===== src/rtl/laser_seq_pkg.sv =====
`default_nettype none
package laser_seq_pkg;
    localparam int unsigned CLK_HZ = 200_000_000;
    localparam int unsigned ENABLE_WAIT_S = 5;
    localparam int unsigned ENABLE_WAIT_CYC = ENABLE_WAIT_S * CLK_HZ;
    localparam int unsigned POWER_OFF_S = 30;
    localparam longint unsigned POWER_OFF_CYC = longint'(POWER_OFF_S) * longint'(CLK_HZ);
    localparam int unsigned DEBOUNCE_NS = 10_000_000;
    localparam int unsigned DEBOUNCE_CYC = (DEBOUNCE_NS + 4) / 5;
    localparam int unsigned CNT_W = 32;
    localparam int unsigned SYNC_SETTLE_CYC = 3;

    // raw contact and fault inputs, sampled as a group
    typedef struct packed {
        logic front_key_closed;
        logic remote_key_closed;
        logic interlock_n;
        logic under_voltage;
        logic over_voltage;
        logic over_temp;
        logic circuit_fail;
    } contacts_s;

    // driven outputs, all registered
    typedef struct packed {
        logic rf_power_on;
        logic lase_enable;
        logic power_on_indicator;
        logic ready_out;
        logic fault_shutdown;
        logic over_temp_latched;
    } drive_s;
endpackage
`default_nettype wire


===== src/rtl/laser_enable_interlock_sequencer.sv =====
`default_nettype none
// How it works
// - keyed unit stays disabled after power-up, fault or interlock until key toggled.
// - over-temperature latch survives key toggles; only power cycling clears it.
// - remote key reclose powers RF driver, waits five seconds, then enables lasing.
// - open remote key loop forces RF driver off regardless of other inputs.
// - keyed unit: ready and power indicator go active once enabled with RF power on.
// - ready and power indicator inactive whenever the unit is locked out.
// - keyless unit lights indicator at power-up, RF power five seconds later.
// - keyless fault cleared by 30 s power absence or remote key toggle; the code clears it on any nrst reset, with no 30 s timing.
// - RF power and lasing only while interlock closed; opening removes both.
// - after interlock reclose, stay disabled until a key toggle restarts wait.
// - interlock reads closed when pulled to ground, open when floating.
// - remote key input is debounced before its edges are used.
// - voltage, temperature or circuit failures latch and report a fault.
module laser_enable_interlock_sequencer
    import laser_seq_pkg::*;
#(
    parameter int unsigned WAIT_CYC = ENABLE_WAIT_CYC,
    parameter int unsigned DEBOUNCE = DEBOUNCE_CYC
) (
    input wire logic sys_clk,
    input wire logic nrst,
    input wire logic keyless_variant,
    input wire laser_seq_pkg::contacts_s contacts,
    output laser_seq_pkg::drive_s drive
);
    import laser_seq_pkg::*;

    typedef enum logic [3:0] {
        ST_LOCKED = 4'h1,
        ST_ARMED  = 4'h2,
        ST_WAIT   = 4'h4,
        ST_LASE   = 4'h8
    } seq_e;

    // ****************************************
    // input conditioning
    // ****************************************
    logic [6:0] s1_reg, s2_reg;
    logic kl_s1_reg, kl_s2_reg;
    logic key_db, front_db;
    contact_debounce #(.COUNT(DEBOUNCE)) u_rkey (
        .sys_clk(sys_clk), .nrst(nrst), .raw(contacts.remote_key_closed), .clean(key_db));
    contact_debounce #(.COUNT(DEBOUNCE)) u_fkey (
        .sys_clk(sys_clk), .nrst(nrst), .raw(contacts.front_key_closed), .clean(front_db));

    always_ff @(posedge sys_clk or negedge nrst) begin
        if (!nrst) begin
            s1_reg <= 7'h0;
            s2_reg <= 7'h0;
            kl_s1_reg <= 1'b0;
            kl_s2_reg <= 1'b0;
        end else begin
            s1_reg <= contacts;
            s2_reg <= s1_reg;
            kl_s1_reg <= keyless_variant;
            kl_s2_reg <= kl_s1_reg;
        end
    end

    contacts_s sc;
    assign sc = s2_reg;
    logic ilk_closed, fault_now, key_loop;
    assign ilk_closed = !sc.interlock_n;
    assign fault_now = sc.under_voltage | sc.over_voltage | sc.over_temp | sc.circuit_fail;
    // keyless units bypass the front key; remote loop is in series with it otherwise
    assign key_loop = key_db & (kl_s2_reg | front_db);

    // ****************************************
    // sequencer
    // ****************************************
    seq_e st_reg, st_next;
    logic [CNT_W-1:0] cnt_reg, cnt_next;
    logic key_prev_reg, key_prev_next, opened_reg, opened_next;
    logic fault_reg, fault_next, ot_reg, ot_next, boot_reg, boot_next;
    logic [CNT_W-1:0] settle_reg, settle_next;
    drive_s drv_reg, drv_next;
    logic toggled;

    // a toggle is a close after an observed open
    assign toggled = key_loop & !key_prev_reg & opened_reg;

    always_comb begin
        st_next = st_reg;
        cnt_next = cnt_reg;
        key_prev_next = key_loop;
        opened_next = opened_reg | !key_loop;
        boot_next = boot_reg;
        settle_next = settle_reg;
        fault_next = fault_reg | fault_now;
        ot_next = ot_reg | sc.over_temp;
        if (toggled && !sc.over_temp) begin
            // a fault still present at the toggle stays latched
            fault_next = ot_reg | fault_now;
            opened_next = 1'b0;
        end
        // debouncers leave reset reading open; ignore that false open until they settle
        if (boot_reg) begin
            settle_next = settle_reg + 1'b1;
            opened_next = 1'b0;
            if (settle_reg >= CNT_W'(DEBOUNCE + SYNC_SETTLE_CYC)) begin
                boot_next = 1'b0;
            end
        end
        case (st_reg)
            ST_LOCKED: begin
                cnt_next = '0;
                if (boot_reg && !boot_next && kl_s2_reg) begin
                    st_next = ST_ARMED;
                end else if (toggled && !ot_reg && ilk_closed) begin
                    st_next = ST_WAIT;
                end
            end
            ST_ARMED: begin
                cnt_next = cnt_reg + 1'b1;
                if (cnt_reg >= CNT_W'(WAIT_CYC - 1)) begin
                    st_next = ST_WAIT;
                    cnt_next = '0;
                end
            end
            ST_WAIT: begin
                cnt_next = cnt_reg + 1'b1;
                if (cnt_reg >= CNT_W'(WAIT_CYC - 1)) begin
                    st_next = ST_LASE;
                end
            end
            ST_LASE: cnt_next = '0;
            default: st_next = ST_LOCKED;
        endcase
        if (!ilk_closed || !key_loop || fault_next) begin
            st_next = ST_LOCKED;
            cnt_next = '0;
        end
        drv_next.rf_power_on = (st_next == ST_WAIT) || (st_next == ST_LASE);
        drv_next.lase_enable = (st_next == ST_LASE);
        drv_next.power_on_indicator = st_next != ST_LOCKED;
        drv_next.ready_out = st_next != ST_LOCKED;
        drv_next.fault_shutdown = fault_next;
        drv_next.over_temp_latched = ot_next;
    end

    always_ff @(posedge sys_clk or negedge nrst) begin
        if (!nrst) begin
            st_reg <= ST_LOCKED;
            cnt_reg <= '0;
            key_prev_reg <= 1'b0;
            opened_reg <= 1'b0;
            fault_reg <= 1'b0;
            ot_reg <= 1'b0;
            boot_reg <= 1'b1;
            settle_reg <= '0;
            drv_reg <= '0;
        end else begin
            st_reg <= st_next;
            cnt_reg <= cnt_next;
            key_prev_reg <= key_prev_next;
            opened_reg <= opened_next;
            fault_reg <= fault_next;
            ot_reg <= ot_next;
            boot_reg <= boot_next;
            settle_reg <= settle_next;
            drv_reg <= drv_next;
        end
    end

    assign drive = drv_reg;

    // ****************************************
    // checks
    // ****************************************
    property p_key_open;
        @(posedge sys_clk) disable iff (!nrst) !key_loop |=> !drive.rf_power_on;
    endproperty
    a_key_open: assert property (p_key_open) else $error("rf on with key open");

    property p_ilk_open;
        @(posedge sys_clk) disable iff (!nrst) !ilk_closed |=> !drive.lase_enable && !drive.rf_power_on;
    endproperty
    a_ilk_open: assert property (p_ilk_open) else $error("on with interlock open");

    property p_ot_hold;
        @(posedge sys_clk) disable iff (!nrst) ot_reg |=> ot_reg && drive.fault_shutdown;
    endproperty
    a_ot_hold: assert property (p_ot_hold) else $error("over temp cleared");

    property p_ready;
        @(posedge sys_clk) disable iff (!nrst) !drive.power_on_indicator |-> !drive.lase_enable;
    endproperty
    a_ready: assert property (p_ready) else $error("lase without ready");

    property p_ready_rf;
        @(posedge sys_clk) disable iff (!nrst) drive.rf_power_on |-> drive.ready_out;
    endproperty
    a_ready_rf: assert property (p_ready_rf) else $error("rf without ready");

    property p_fault;
        @(posedge sys_clk) disable iff (!nrst) fault_now |=> drive.fault_shutdown && !drive.rf_power_on;
    endproperty
    a_fault: assert property (p_fault) else $error("fault not latched");

    property p_lase_entry;
        @(posedge sys_clk) disable iff (!nrst)
            $rose(drive.lase_enable) |-> $past(st_reg) == ST_WAIT && $past(cnt_reg) >= CNT_W'(WAIT_CYC - 1);
    endproperty
    a_lase_entry: assert property (p_lase_entry) else $error("lase before wait");

    property p_cnt_clear;
        @(posedge sys_clk) disable iff (!nrst) st_reg == ST_LOCKED |-> cnt_reg == '0;
    endproperty
    a_cnt_clear: assert property (p_cnt_clear) else $error("timer not restarted");

    property p_locked_stay;
        @(posedge sys_clk) disable iff (!nrst)
            st_reg == ST_LOCKED && !toggled && !boot_reg |=> st_reg == ST_LOCKED;
    endproperty
    a_locked_stay: assert property (p_locked_stay) else $error("left lock without toggle");

    property p_boot_hold;
        @(posedge sys_clk) disable iff (!nrst)
            boot_reg |-> st_reg == ST_LOCKED && !drive.rf_power_on;
    endproperty
    a_boot_hold: assert property (p_boot_hold) else $error("left lock while settling");
endmodule
`default_nettype wire


===== src/rtl/contact_debounce.sv =====
`default_nettype none
module contact_debounce #(
    parameter int unsigned COUNT = 2
) (
    input wire logic sys_clk,
    input wire logic nrst,
    input wire logic raw,
    output logic clean
);
    logic sync1_reg, sync2_reg, clean_reg, clean_next;
    logic [31:0] cnt_reg, cnt_next;

    // ****************************************
    // synchroniser and stability counter
    // ****************************************
    always_comb begin
        clean_next = clean_reg;
        cnt_next = 32'h0;
        if (sync2_reg != clean_reg) begin
            if (cnt_reg >= COUNT - 1) begin
                clean_next = sync2_reg;
            end else begin
                cnt_next = cnt_reg + 32'h1;
            end
        end
    end

    always_ff @(posedge sys_clk or negedge nrst) begin
        if (!nrst) begin
            sync1_reg <= 1'b0;
            sync2_reg <= 1'b0;
            clean_reg <= 1'b0;
            cnt_reg <= 32'h0;
        end else begin
            sync1_reg <= raw;
            sync2_reg <= sync1_reg;
            clean_reg <= clean_next;
            cnt_reg <= cnt_next;
        end
    end

    assign clean = clean_reg;
endmodule
`default_nettype wire


===== config.mk =====
export PLATFORM = sky130hd
export DESIGN_NAME = laser_enable_interlock_sequencer
export DESIGN_NICKNAME = d
export VERILOG_FILES = /design/src/rtl/laser_seq_pkg.sv /design/src/rtl/laser_enable_interlock_sequencer.sv /design/src/rtl/contact_debounce.sv
export SDC_FILE = /design/constraint.sdc
export NUM_CORES = 1
export LEC_CHECK = 0
export ABC_AREA = 1
export BUFFER_PORTS_ARGS = -buffer_cell sky130_fd_sc_hd__buf_2
export CORE_MARGIN = 2
export CORE_UTILIZATION = 45
export DETAILED_ROUTE_END_ITERATION = 6
export PLACE_DENSITY = 0.59
export SLEW_MARGIN = 20
export SYNTH_ARGS = -nofsm -noshare
export SYNTH_HDL_FRONTEND = slang
export SYNTH_HIERARCHICAL = 1
export SYNTH_SLANG_ARGS = --single-unit

===== constraint.sdc =====
create_clock -name sys_clk -period 4.5 [get_ports sys_clk]
set_input_delay 0.45 -clock sys_clk [delete_from_list [all_inputs] [get_ports sys_clk]]
set_output_delay 0.45 -clock sys_clk [all_outputs]
set_load 0.01 [all_outputs]

==> results.md, run 1 <==
- The flow ran to the end, and the final reports show no timing, DRC or antenna violations.
- The number of antenna violations at the first check in global routing is 0.
- The count of final max-slew check failures is 0.
- The first-pass GRT wire length is 28.4 mm.
- The total I/O pin count is 16.
- For this design, the CTS-stage hold fixing added 0 buffers.
- The upper clock frequency limit is 0.409 GHz.
- Global routing finished with a remaining overflow of 0.
- Between clock sinks in the finished design, the worst skew comes to 0.0107 ns.
- The worst path needs 2.44 ns of the cycle, external delays included.
- The number of maximum-capacitance violations is 0.
- Dividing the detail-routed via count by the number of cells gives 4.90.
- The number of post-CTS setup repair buffers is 0.
- The count of state elements after synthesis is 158.
- The number of clock buffers added by TritonCTS is 17.
- Summed over all cells, the static leakage comes to 4.05 nW.
- The DRC violation count after routing is 0.
- Setup violations remaining at the end of the flow were counted as 0.
- The die boundary height is 140 um.
- The detailed-router iteration count before antenna repair is 4.
- The weighted congestion reported at the end of routability-driven placement is 0.816.
- For the worst setup path, the data arrival time is 2.77 ns.
- The library cell used most frequently in the layout, excluding fill and tap cells, is sky130_fd_sc_hd__nand2_1.
- The final layout contains 1041 nets.
- The worst hold-check slack is 0.0808 ns.
- By startpoint and endpoint, the worst setup path is classified as reg -> reg.
- The final setup TNS is 0 ns.
- The repair_antennas step left the layout with diodes totalling 0.
- The final cycle utilization of the critical path is 54.3%.
- The area growth from synthesis to layout is 11.2%.
- The worst pin sits at a relative slew slack of 42.4%.
- The sequential cell area fraction in the yosys report is 47.2%.
- The number of nets with antenna violations after routing is 0.
- The number of warnings issued by yosys is 6.
- Clock-pin slew was measured on the worst setup and hold paths at 0.06 ns.
- Global routing used 17.6% of the available tracks.
- The fraction of final layout cells with drive strength greater than 1 is 17.9%.
- The number of buffers added on ports is 15.
- The placed wire-length estimate after detailed placement is 11.5 mm.
- The path type of the worst min-delay path is in -> async.
- The tree is rooted in a sky130_fd_sc_hd__clkbuf_16.
- The startpoint kind of the worst setup timing path is a flop.
- Once routing completed, OpenROAD measured the worst setup slack at 2.06 ns.
- Dividing total power by cell area gives a power density of 313 nW/um2.
- Of all nets on the critical path, the largest fanout is 26.
- Setup repair after global routing left no endpoint under its margin.
- Detailed routing inserted a total of 6214 vias.
- The final wirelength is 16.2 mm.
- Averaged over all synthesized cells, the footprint is 8.52 um2.
- The later pin in the worst-skew pair is clocked with a latency of 0.43 ns.
- The number of gates resized after CTS was 0.
- The die covers 19700 um2.
- The floorplan step defined a core boundary enclosing 18100 um2.
- The initial DRC count is 361.
- Clock tree synthesis found a total of 158 sinks.
- Synthesis handed over a netlist of 983 instances.
- The number of H-tree levels is 4.
- The worst setup path is captured at a flop.
- In the layout the commonest cells are sky130_fd_sc_hd__nand2_1, sky130_fd_sc_hd__dfrtp_1, sky130_fd_sc_hd__nor2_1.
- The clock tree from TritonCTS is yes.
- The pin count of the biggest net entering global routing is 95.
- The clock passes through at most 2 buffers.
- The worst-case IR drop observed on VDD is 0.269 mV.
- The routed length per placed instance is 12.7 um.
- The count of unique library cells instantiated by Yosys is 47.
- For this configuration, the core starts out at a cell density of 46.3%.
- The total count of hold-check failures in the final report is 0.
- In this run the horizontal extent of the chip is 140 um.
- The number of global-route vias before repair came to 6030.
- The worst endpoint required time is 4.83 ns.
- The slew of the pin with the lowest slew margin is 0.863 ns.
- After floorplanning, the core was divided into 49 placement rows.
- The cell area after synthesis is 8380 um2.
- At the placement stage, the worst setup path has a slack of 2.05 ns.
[cell type report]
class | count | area (um2)
fill | 1672 | 8770
sequential | 158 | 3960
multi-input combinational | 701 | 3900
inverter | 132 | 495
clock buffer | 22 | 484
tap | 229 | 287
clock inverter | 10 | 103
timing repair buffer | 17 | 96.3
[path summary, 6_finish.rpt]
| path | startpoint | to | slack, ns | cells after the start |
|---|---|---|---|---|
| max in group asynchronous | nrst | boot_reg$_DFF_PN1_ | 3.37 | 2 |
| min reg2reg | s1_reg[3]$_DFF_PN0_ | s2_reg[3]$_DFF_PN0_ | 0.35 | 0 |
| min in group sys_clk | contacts[6] | u_fkey/sync1_reg$_DFF_PN0_ | 0.13 | 1 |
| max reg2reg | st_reg[0]$_DFF_PN1_ | cnt_reg[2]$_DFFE_PN0P_ | 2.06 | 8 |
| min | nrst | u_rkey/cnt_reg[14]$_DFF_PN0_ | 0.08 | 1 |
| max | st_reg[0]$_DFF_PN1_ | cnt_reg[2]$_DFFE_PN0P_ | 2.06 | 8 |
[worst max-delay path: stages, from the launching register on]
cell and delay, ns:
sky130_fd_sc_hd__dfstp_2 0.54, sky130_fd_sc_hd__nor2_1 0.05, sky130_fd_sc_hd__nand3_1 0.12, sky130_fd_sc_hd__nand3_1 0.16, sky130_fd_sc_hd__nor2_4 0.18, sky130_fd_sc_hd__nand4_2 0.60
sky130_fd_sc_hd__inv_1 0.50, sky130_fd_sc_hd__nand2_1 0.11, sky130_fd_sc_hd__o31ai_2 0.07
[cell families after synthesis]
logic type,Yosys count,synth area share [%]
other cells,2,0.0896
flops,158,47.2
simple gates,548,33.4
buf+inv,144,7.18
fa+ha+maj,4,0.597
xor+xnor,69,7.21
compound gates,58,4.29
[cell usage after synthesis (all sizes together)]
library cell | number | area share, %
a211oi | 1 | 0.15
a21oi | 11 | 0.84
a22o | 1 | 0.10
a31oi | 1 | 0.075
buf | 11 | 1.2
clkbuf | 1 | 0.045
conb | 2 | 0.090
dfrtp | 156 | 47
dfstp | 2 | 0.63
ha | 4 | 0.60
inv | 132 | 5.9
nand2 | 206 | 10
nand3 | 85 | 6.0
nand3b | 5 | 0.45
nand4 | 30 | 2.5
nor2 | 180 | 11
nor2b | 1 | 0.075
nor3 | 33 | 3.0
nor4 | 4 | 0.45
o21a | 1 | 0.090
o21ai | 30 | 1.8
o21bai | 3 | 0.27
o22ai | 6 | 0.45
o31ai | 4 | 0.48
or2 | 4 | 0.30
xnor2 | 15 | 1.6
xor2 | 54 | 5.6
[metal layers]
layer	track usage, %	vias to the layer above	part of all wire [%]
met3	3.38	17	2.4
met4	6.05	0	1.4
met5	0	-	0
li1	-	3184	-
met2	28.9	67	47
met1	23.6	2946	49
[report_power, final]
group	leakage (nW)	switching [mW]	total, mW	internal (mW)
logic	1.67	0.0392	0.0483	0.00912
registers	2.09	0.00757	1.45	1.44
clock network	0.284	0.592	1.42	0.828
total	4.05	0.639	2.92	2.28
[per-stage QoR]
stage	area, um2	std cells	util (%)	power, mW
final	9320	1269	51.5	2.92
after CTS	9320	1269	51.5	2.96
after global routing	9320	1269	51.5	3.02
after floorplan	8450	1003	-	1.49
after global placement	8730	1237	48.3	1.52
after detailed placement	8730	1237	48.3	1.53
(Power assumes the default switching activity.)
==> run 2: changes to the inputs <==
- ABC_AREA: 1 -> 0
- clock period: 4.5 -> 2.3 ns (I/O delays scaled with it)
==> results.md, run 2 <==
- The sequential standard cell area is 3960 um2.
- The worst slack at placement is 0.0239 ns.
- In the final layout, the multi-input gates occupy 3290 um2.
- The category of the worst setup path capture point is a flop.
- 0 antenna diodes ended up in the layout.
- Port buffering added 15 buffers.
- For this design, the slowest cell found on the critical path is sky130_fd_sc_hd__or4_1.
- The worst hold-check slack is 0.343 ns.
- The total count of hold-check failures in the final report is 0.
- The detailed-router iteration count before antenna repair is 4.
- Clock tree synthesis selected as its root buffer the cell sky130_fd_sc_hd__clkbuf_16.
- The most common library cell in the layout ignoring fill and taps is sky130_fd_sc_hd__dfrtp_1.
- The tool flagged a number of max-cap violations equal to 0.
- The final cycle utilization of the critical path is 97.0%.
- Of all flip-flops after synthesis, the portion carrying an async set or reset was 100%.
- The die is 132 um tall.
- After synthesis, flip-flops and latches occupy 53.9% of the total area.
- The finished cells cover 8590 um2.
- The mapped netlist covers 7350 um2.
- The number of buffers added by the clock tree synthesis step is 17.
- The total leakage power is 3.74 nW.
- The clock network latency to the later pin of the worst-skew pair is 0.42 ns.
- Based on the critical path, the design can be clocked at up to 0.448 GHz.
- The vias per cell is 5.26.
- The number of enable flip-flop cells after synthesis is 0.
- The horizontal die dimension is 132 um.
- The die footprint is 17400 um2.
- The post-route clock skew is 0.0103 ns.
- The total via count after detailed routing is 5236.
- The number of warnings issued by yosys is 6.
- In this run the biggest area consumer among cell types represents 53.1% of the synthesized area.
- The worst endpoint required time is 2.61 ns.
- The run finished with clean final reports.
- The total area inside the core boundary comes to 15900 um2.
- Detailed placement ended at an HPWL of 9.49 mm.
- The routed length on met2 is 6.86 mm.
- The critical path goes through or4_1 > o311ai_2 > nand3_1 > a21o_1 > or4_4 > o31ai_1.
- The biggest area consumer among synthesized cells is sky130_fd_sc_hd__dfrtp_1.
- From synthesis to final layout, the design area changed by 16.9%.
- After synthesis, the cell types taking the most area are sky130_fd_sc_hd__dfrtp_1, sky130_fd_sc_hd__xnor2_1, sky130_fd_sc_hd__nor2_1.
- Along the worst path, the maximum fanout reaches 3.
- Cells with a size suffix above 1 make up 14.4% of the layout.
- The number of H-tree levels is 4.
- In this run the critical register-to-register path is launched from settle_reg[6]$_DFFE_PN0P_.
- The number of antenna violations at the first check in global routing is 0.
- During I/O placement, the number of pins put on the boundary was 16.
- The peak supply drop is 0.485 mV.
- In this run the most critical hold path is launched from kl_s1_reg$_DFF_PN0_.
- The slew of the pin with the lowest slew margin is 0.644 ns.
- Sorting the synthesized cells by how often they occur yields sky130_fd_sc_hd__dfrtp_1, sky130_fd_sc_hd__nor2_1, sky130_fd_sc_hd__nand2_1.
- The placed instances occupy a cell area of 7830 um2.
- The first global-routing pass estimated 24.3 mm of wire.
- In the post-synthesis netlist, the cell with the most instances is sky130_fd_sc_hd__dfrtp_1.
- The weighted congestion reported at the end of routability-driven placement is 0.828.
- A synthesized cell averages 10.5 um2.
- The CTS sink count is 158.
- The number of rows in the core area is 46.
- The count of final max-slew check failures is 0.
- In this run, synthesis produced a sequential element count of 158.
- At the worst endpoint, the arrival time is 2.54 ns.
- The detailed router finished its first iteration with 321 violations.
- The routed length per placed instance is 14.4 um.
- The pin count of the biggest net entering global routing is 66.
- The post-synthesis cell count is 700.
- Summed over all layers, the global routing overflow is 0.
- The source of the critical timing path is settle_reg[6]$_DFFE_PN0P_.
- The longest clock path from root to sink contains 2 buffers.
- STA classifies the critical path startpoint as a flop.
- For this block, wires on met1 add up to 6.84 mm.
- The filler cell count in the final layout is 1431.
- Dividing total power by cell area gives a power density of 654 nW/um2.
- The routed length on met3 is 419 um.
- The tightest min-delay check is of the reg -> reg type.
- The headroom to the max-slew limit is 57.1%.
- The net count of the finished layout is 780.
- The most used flip-flop cell after synthesis is sky130_fd_sc_hd__dfrtp_1.
- Setup violations remaining at the end of the flow were counted as 0.
- The initial utilization of the core area, before any placement, comes to 46.1%.
- Subtracting the final worst setup slack from the clock period gives 2.23 ns.
- The number of global-route vias before repair is 5203.
- The total routing usage reported by global routing is 17.1%.
- For this run, design rule violations remaining after detail routing come to 0.
- The library cells used most frequently in the layout, excluding fill and tap cells, are sky130_fd_sc_hd__dfrtp_1, sky130_fd_sc_hd__nor2_1, sky130_fd_sc_hd__nand2_1.
- The count of unique library cells instantiated by Yosys is 65.
- The setup slack of the critical path after layout is 0.0698 ns.
- Setup repair after global routing could not meet its margin everywhere.
- Signal routing reaches up to met4.
- The type of the worst setup path is reg -> reg.
- After detailed routing, the total wire length is 14.3 mm.
- The number of nets with antenna violations after routing is 0.
- The largest incremental delay on the critical path is 0.54 ns.
- The clock tree from TritonCTS is yes.
- Clock-pin slew was measured on the worst setup and hold paths at 0.06 ns.
## run 2: layer usage
layer / vias up / track usage (%)
met5: - / 0
met4: 0 / 6.82
met3: 17 / 3.65
met2: 72 / 27.6
met1: 2555 / 22.8
li1: 2592 / -
## run 2: layout make-up
cell class	count	share of cell area, %
clock inverters	15	1.62
inverters	10	0.437
repair buffers	53	5.46
well taps	216	3.15
flip-flops and latches	158	46.1
clock buffers	17	4.95
multi-input cells	526	38.3
## run 2: cells by family (layout without fill, tap and decap cells)
logic type	after synthesis	in the layout	synth area share, %
other	2	22	0.102
buffers and inverters	36	95	3.20
AO/OA/AOI/OAI	72	72	6.97
XOR/XNOR	78	78	9.30
multiplexers	8	8	1.26
flip-flops	158	158	53.9
adder cells (fa/ha/maj)	4	4	0.681
AND/OR/NAND/NOR	342	342	24.6
## run 2: worst paths after layout
path,to,depth (start not counted),slack (ns)
max in group asynchronous,boot_reg$_DFF_PN1_,3,1.19
hold / removal,kl_s2_reg$_DFF_PN0_,0,0.34
setup reg to reg,drive[5]$_DFF_PN0_,6,0.07
setup / recovery,drive[5]$_DFF_PN0_,6,0.07
min in group asynchronous,u_rkey/cnt_reg[14]$_DFF_PN0_,2,0.40
hold reg to reg,kl_s2_reg$_DFF_PN0_,0,0.34
## run 2: power breakdown
| group | leakage [nW] | switching [mW] | internal [mW] |
|---|---|---|---|
| clock | 0.268 | 1.16 | 1.51 |
| sequential | 2.09 | 0.0160 | 2.82 |
| combinational | 1.38 | 0.0757 | 0.0368 |
| total | 3.74 | 1.26 | 4.36 |
## run 2: through the flow
stage	std cells	power (mW)	util [%]	TNS, ns
CTS	991	5.71	53.2	0
finish	995	5.62	53.9	0
detailed placement	950	2.99	49.1	0
global placement	950	2.99	49.1	0
global route	995	5.84	53.9	-0.232
floorplan	720	2.90	-	0
## run 2: critical path: cells and delay by family, from the launching register on
kind            cells  cell delay [ns]
compound gates      3             0.53
flops               1             0.38
simple gates        3             1.21
## run 2: timing repair
item                                    CTS  global route
endpoints found under the setup margin    0            20
hold endpoints to repair                 68             0
gates resized for setup                   0            13
buffers inserted                          0             3
hold buffers                              9             0
==> run 3: changes to the inputs <==
- CORE_MARGIN: 2 -> not set
==> results.md, run 3 (same netlist as run 2, synthesis figures left out) <==
- Counting the buffers created by CTS gives 17.
- The number of buffers added on ports is 15.
- The total power density per cell area is 686 nW/um2.
- The first detailed-routing pass took 5 iterations.
- The worst hold path passes through 0 cells.
- For met3 alone, demand over resource in global routing was 4.06%.
- The beginning of the worst register-to-register path is cnt_reg[10]$_DFFE_PN0P_.
- The total leakage power is 3.75 nW.
- For this run, design rule violations remaining after detail routing come to 0.
- The startpoint identified for the worst hold timing path is s1_reg[4]$_DFF_PN0_.
- The count of endpoints failing setup in the final report is 0.
- Across every metal layer, demand over resource in global routing totals 18.3%.
- The post-route clock skew is 0.00794 ns.
- Based on the critical path, the design can be clocked at up to 0.450 GHz.
- At the end of the flow the core is filled with cells to 53.9%.
- The number of cells in the finished layout apart from fillers is 992.
- The top cell types in the final layout, fill and taps aside, are sky130_fd_sc_hd__dfrtp_1, sky130_fd_sc_hd__nor2_1, sky130_fd_sc_hd__nand2_1.
- The number of global-route vias before repair is 5102.
- After clock tree synthesis, the clock-pin slew on the worst setup and hold paths is 0.07 ns.
- After the last flow step, the layout net total stands at 777.
- In this run the horizontal extent of the chip is 130 um.
- The final layout contains routed wiring with a total length of 13.8 mm.
- The worst setup path is captured at a flop.
- The data arrival time at the worst-slack endpoint is 2.57 ns.
- The floorplan step defined a core boundary enclosing 15900 um2.
- CTS saw 158 sinks.
- TritonCTS built the clock tree.
- The startpoint kind of the worst setup timing path is a flop.
- Entering global routing, the biggest net connects 64 pins.
- The maximum number of buffers from clock root to sink is 2.
- The placed wire-length estimate after detailed placement is 9.16 mm.
- The global routing met1 resource utilization is 24.5%.
- The routed length per placed instance is 13.9 um.
- Cells with a size suffix above 1 make up 13.1% of the layout.
- The number of antenna violations at the first check in global routing is 0.
- The initial core utilization is 46.2%.
- The tightest hold path in the finished design has a slack of 0.346 ns.
- The setup slack on the worst flop-to-flop path is 0.08 ns.
- The worst endpoint required time is 2.65 ns.
- Global routing used 29.0% of the available met2 tracks.
- For the final routed database, the setup TNS stands at 0 ns.
- Total power for the finished layout comes to 5.87 mW.
- At the end of routability-driven placement, the weighted congestion stood at 0.808.
- VDD sags by at most 0.544 mV.
- The total count of hold-check failures in the final report is 0.
- Including well taps, the total number of placed cells is 947.
- In this run the number of H-tree levels came out at 4.
- The sequential standard cell area is 3960 um2.
- The die footprint is 16800 um2.
- Measured in cells, the most critical reg-to-reg path has a length of 6.
- Across all layers, the routed design uses 5311 vias.
- In this run the remaining antenna-violating nets after routing total 0.
- The critical path goes through or4_1 > a31oi_1 > o211ai_1 > a21o_2 > or3_1 > nand3_1.
- The count of final max-slew check failures came to 0.
- At the pin with the least slew margin, the transition time is 0.613 ns.
- 0 antenna diodes ended up in the layout.
- The first-pass GRT wire length is 24.1 mm.
- The vias per cell is 5.35.
- The flow ran to the end, and the final reports show no timing, DRC or antenna violations.
- The busiest metal layer after global routing is met2.
- The later pin in the worst-skew pair is clocked with a latency of 0.42 ns.
- The largest incremental delay on the critical path is 0.47 ns.
- The area growth from synthesis to layout is 16.6%.
- The global-route congestion overflow total is 0.
- The initial DRC count is 384.
- The most common library cell in the layout ignoring fill and taps is sky130_fd_sc_hd__dfrtp_1.
- In this run the critical register-to-register path is captured at cnt_reg[22]$_DFFE_PN0P_.
- For this design, the slowest cell found on the critical path is sky130_fd_sc_hd__or4_1.
- The filler cell count in the final layout is 1423.
- The type of the worst setup path is reg -> reg.
- The buffer and inverter count on the worst path is 0.
- The worst min-delay path endpoint is s2_reg[4]$_DFF_PN0_.
- The path type of the worst min-delay path is reg -> reg.
- The clock root buffer master is sky130_fd_sc_hd__clkbuf_16.
- Counting I/O delays and the setup requirement, the final critical path takes 2.22 ns.
- The floorplan step set the die height to 130 um.
- The headroom to the max-slew limit is 59.2%.
- In this run the count of I/O pins placed on the die edge is 16.
- The maximum fanout encountered on the critical timing path is 6.
- Row generation in the floorplan step produced 46 rows.
- The area used by multi-input combinational logic is 3270 um2.
- The dominant delay contributor by cell family on the critical path is simple AND/OR/NAND/NOR gates.
- The number of maximum-capacitance violations is 0.
- Dividing the final minimum period by the clock period gives 96.6%.
[run 3: worst max path at each step]
stage,slack [ns],endpoint,start,cells past startpoint
after detailed placement,-0.001,cnt_reg[22]$_DFFE_PN0P_,s2_reg[1]$_DFF_PN0_,6
after global placement,0.07,cnt_reg[22]$_DFFE_PN0P_,s2_reg[1]$_DFF_PN0_,6
final,0.08,cnt_reg[22]$_DFFE_PN0P_,cnt_reg[10]$_DFFE_PN0P_,6
after global routing,-0.04,drive[5]$_DFF_PN0_,settle_reg[6]$_DFFE_PN0P_,6
after CTS,0.01,cnt_reg[22]$_DFFE_PN0P_,s2_reg[1]$_DFF_PN0_,6
after floorplan,0.14,drive[5]$_DFF_PN0_,st_reg[0]$_DFF_PN1_,6
[run 3: routing by layer]
layer  part of all wire, %  wire length (um)  vias up
met4                   1.6               225        0
met5                     0                 0        -
met1                    47              6520     2618
met2                    48              6650       83
li1                      -                 -     2591
met3                   3.0               409       19
[run 3: what timing repair did]
item                                   CTS  global route
endpoints found under the hold margin   69             0
buffers inserted                         0             3
hold buffers                             9             0
pin swaps                                0             4
gates resized for setup                  1             5
setup endpoints to repair                4            18
gates cloned                             0             1
[run 3: area by class of cell]
class	instances	area share, %
clock buffer	18	5.13
clock inverter	14	2.13
inverter	10	0.438
multi-input combinational	527	38.2
sequential	158	46.2
tap	216	3.16
timing repair buffer	49	4.78
[run 3: per-stage QoR]
stage                     setup WS (ns)  cell area (um2)
after floorplan                   0.145             7420
after global placement           0.0679             7790
after detailed placement       -0.00125             7790
after CTS                        0.0122             8500
after global routing            -0.0376             8560
final                            0.0777             8560
[run 3: worst register-to-register path, cell delays in order (launching register included)]
cell,delay [ns]
sky130_fd_sc_hd__dfrtp_1,0.41
sky130_fd_sc_hd__or4_1,0.47
sky130_fd_sc_hd__a31oi_1,0.30
sky130_fd_sc_hd__o211ai_1,0.22
sky130_fd_sc_hd__a21o_2,0.29
sky130_fd_sc_hd__or3_1,0.36
sky130_fd_sc_hd__nand3_1,0.11
[run 3: where the power goes]
group	switching [mW]	internal, mW
Combinational	0.0737	0.0332
Clock	1.17	1.76
Sequential	0.0153	2.82
Total	1.26	4.61
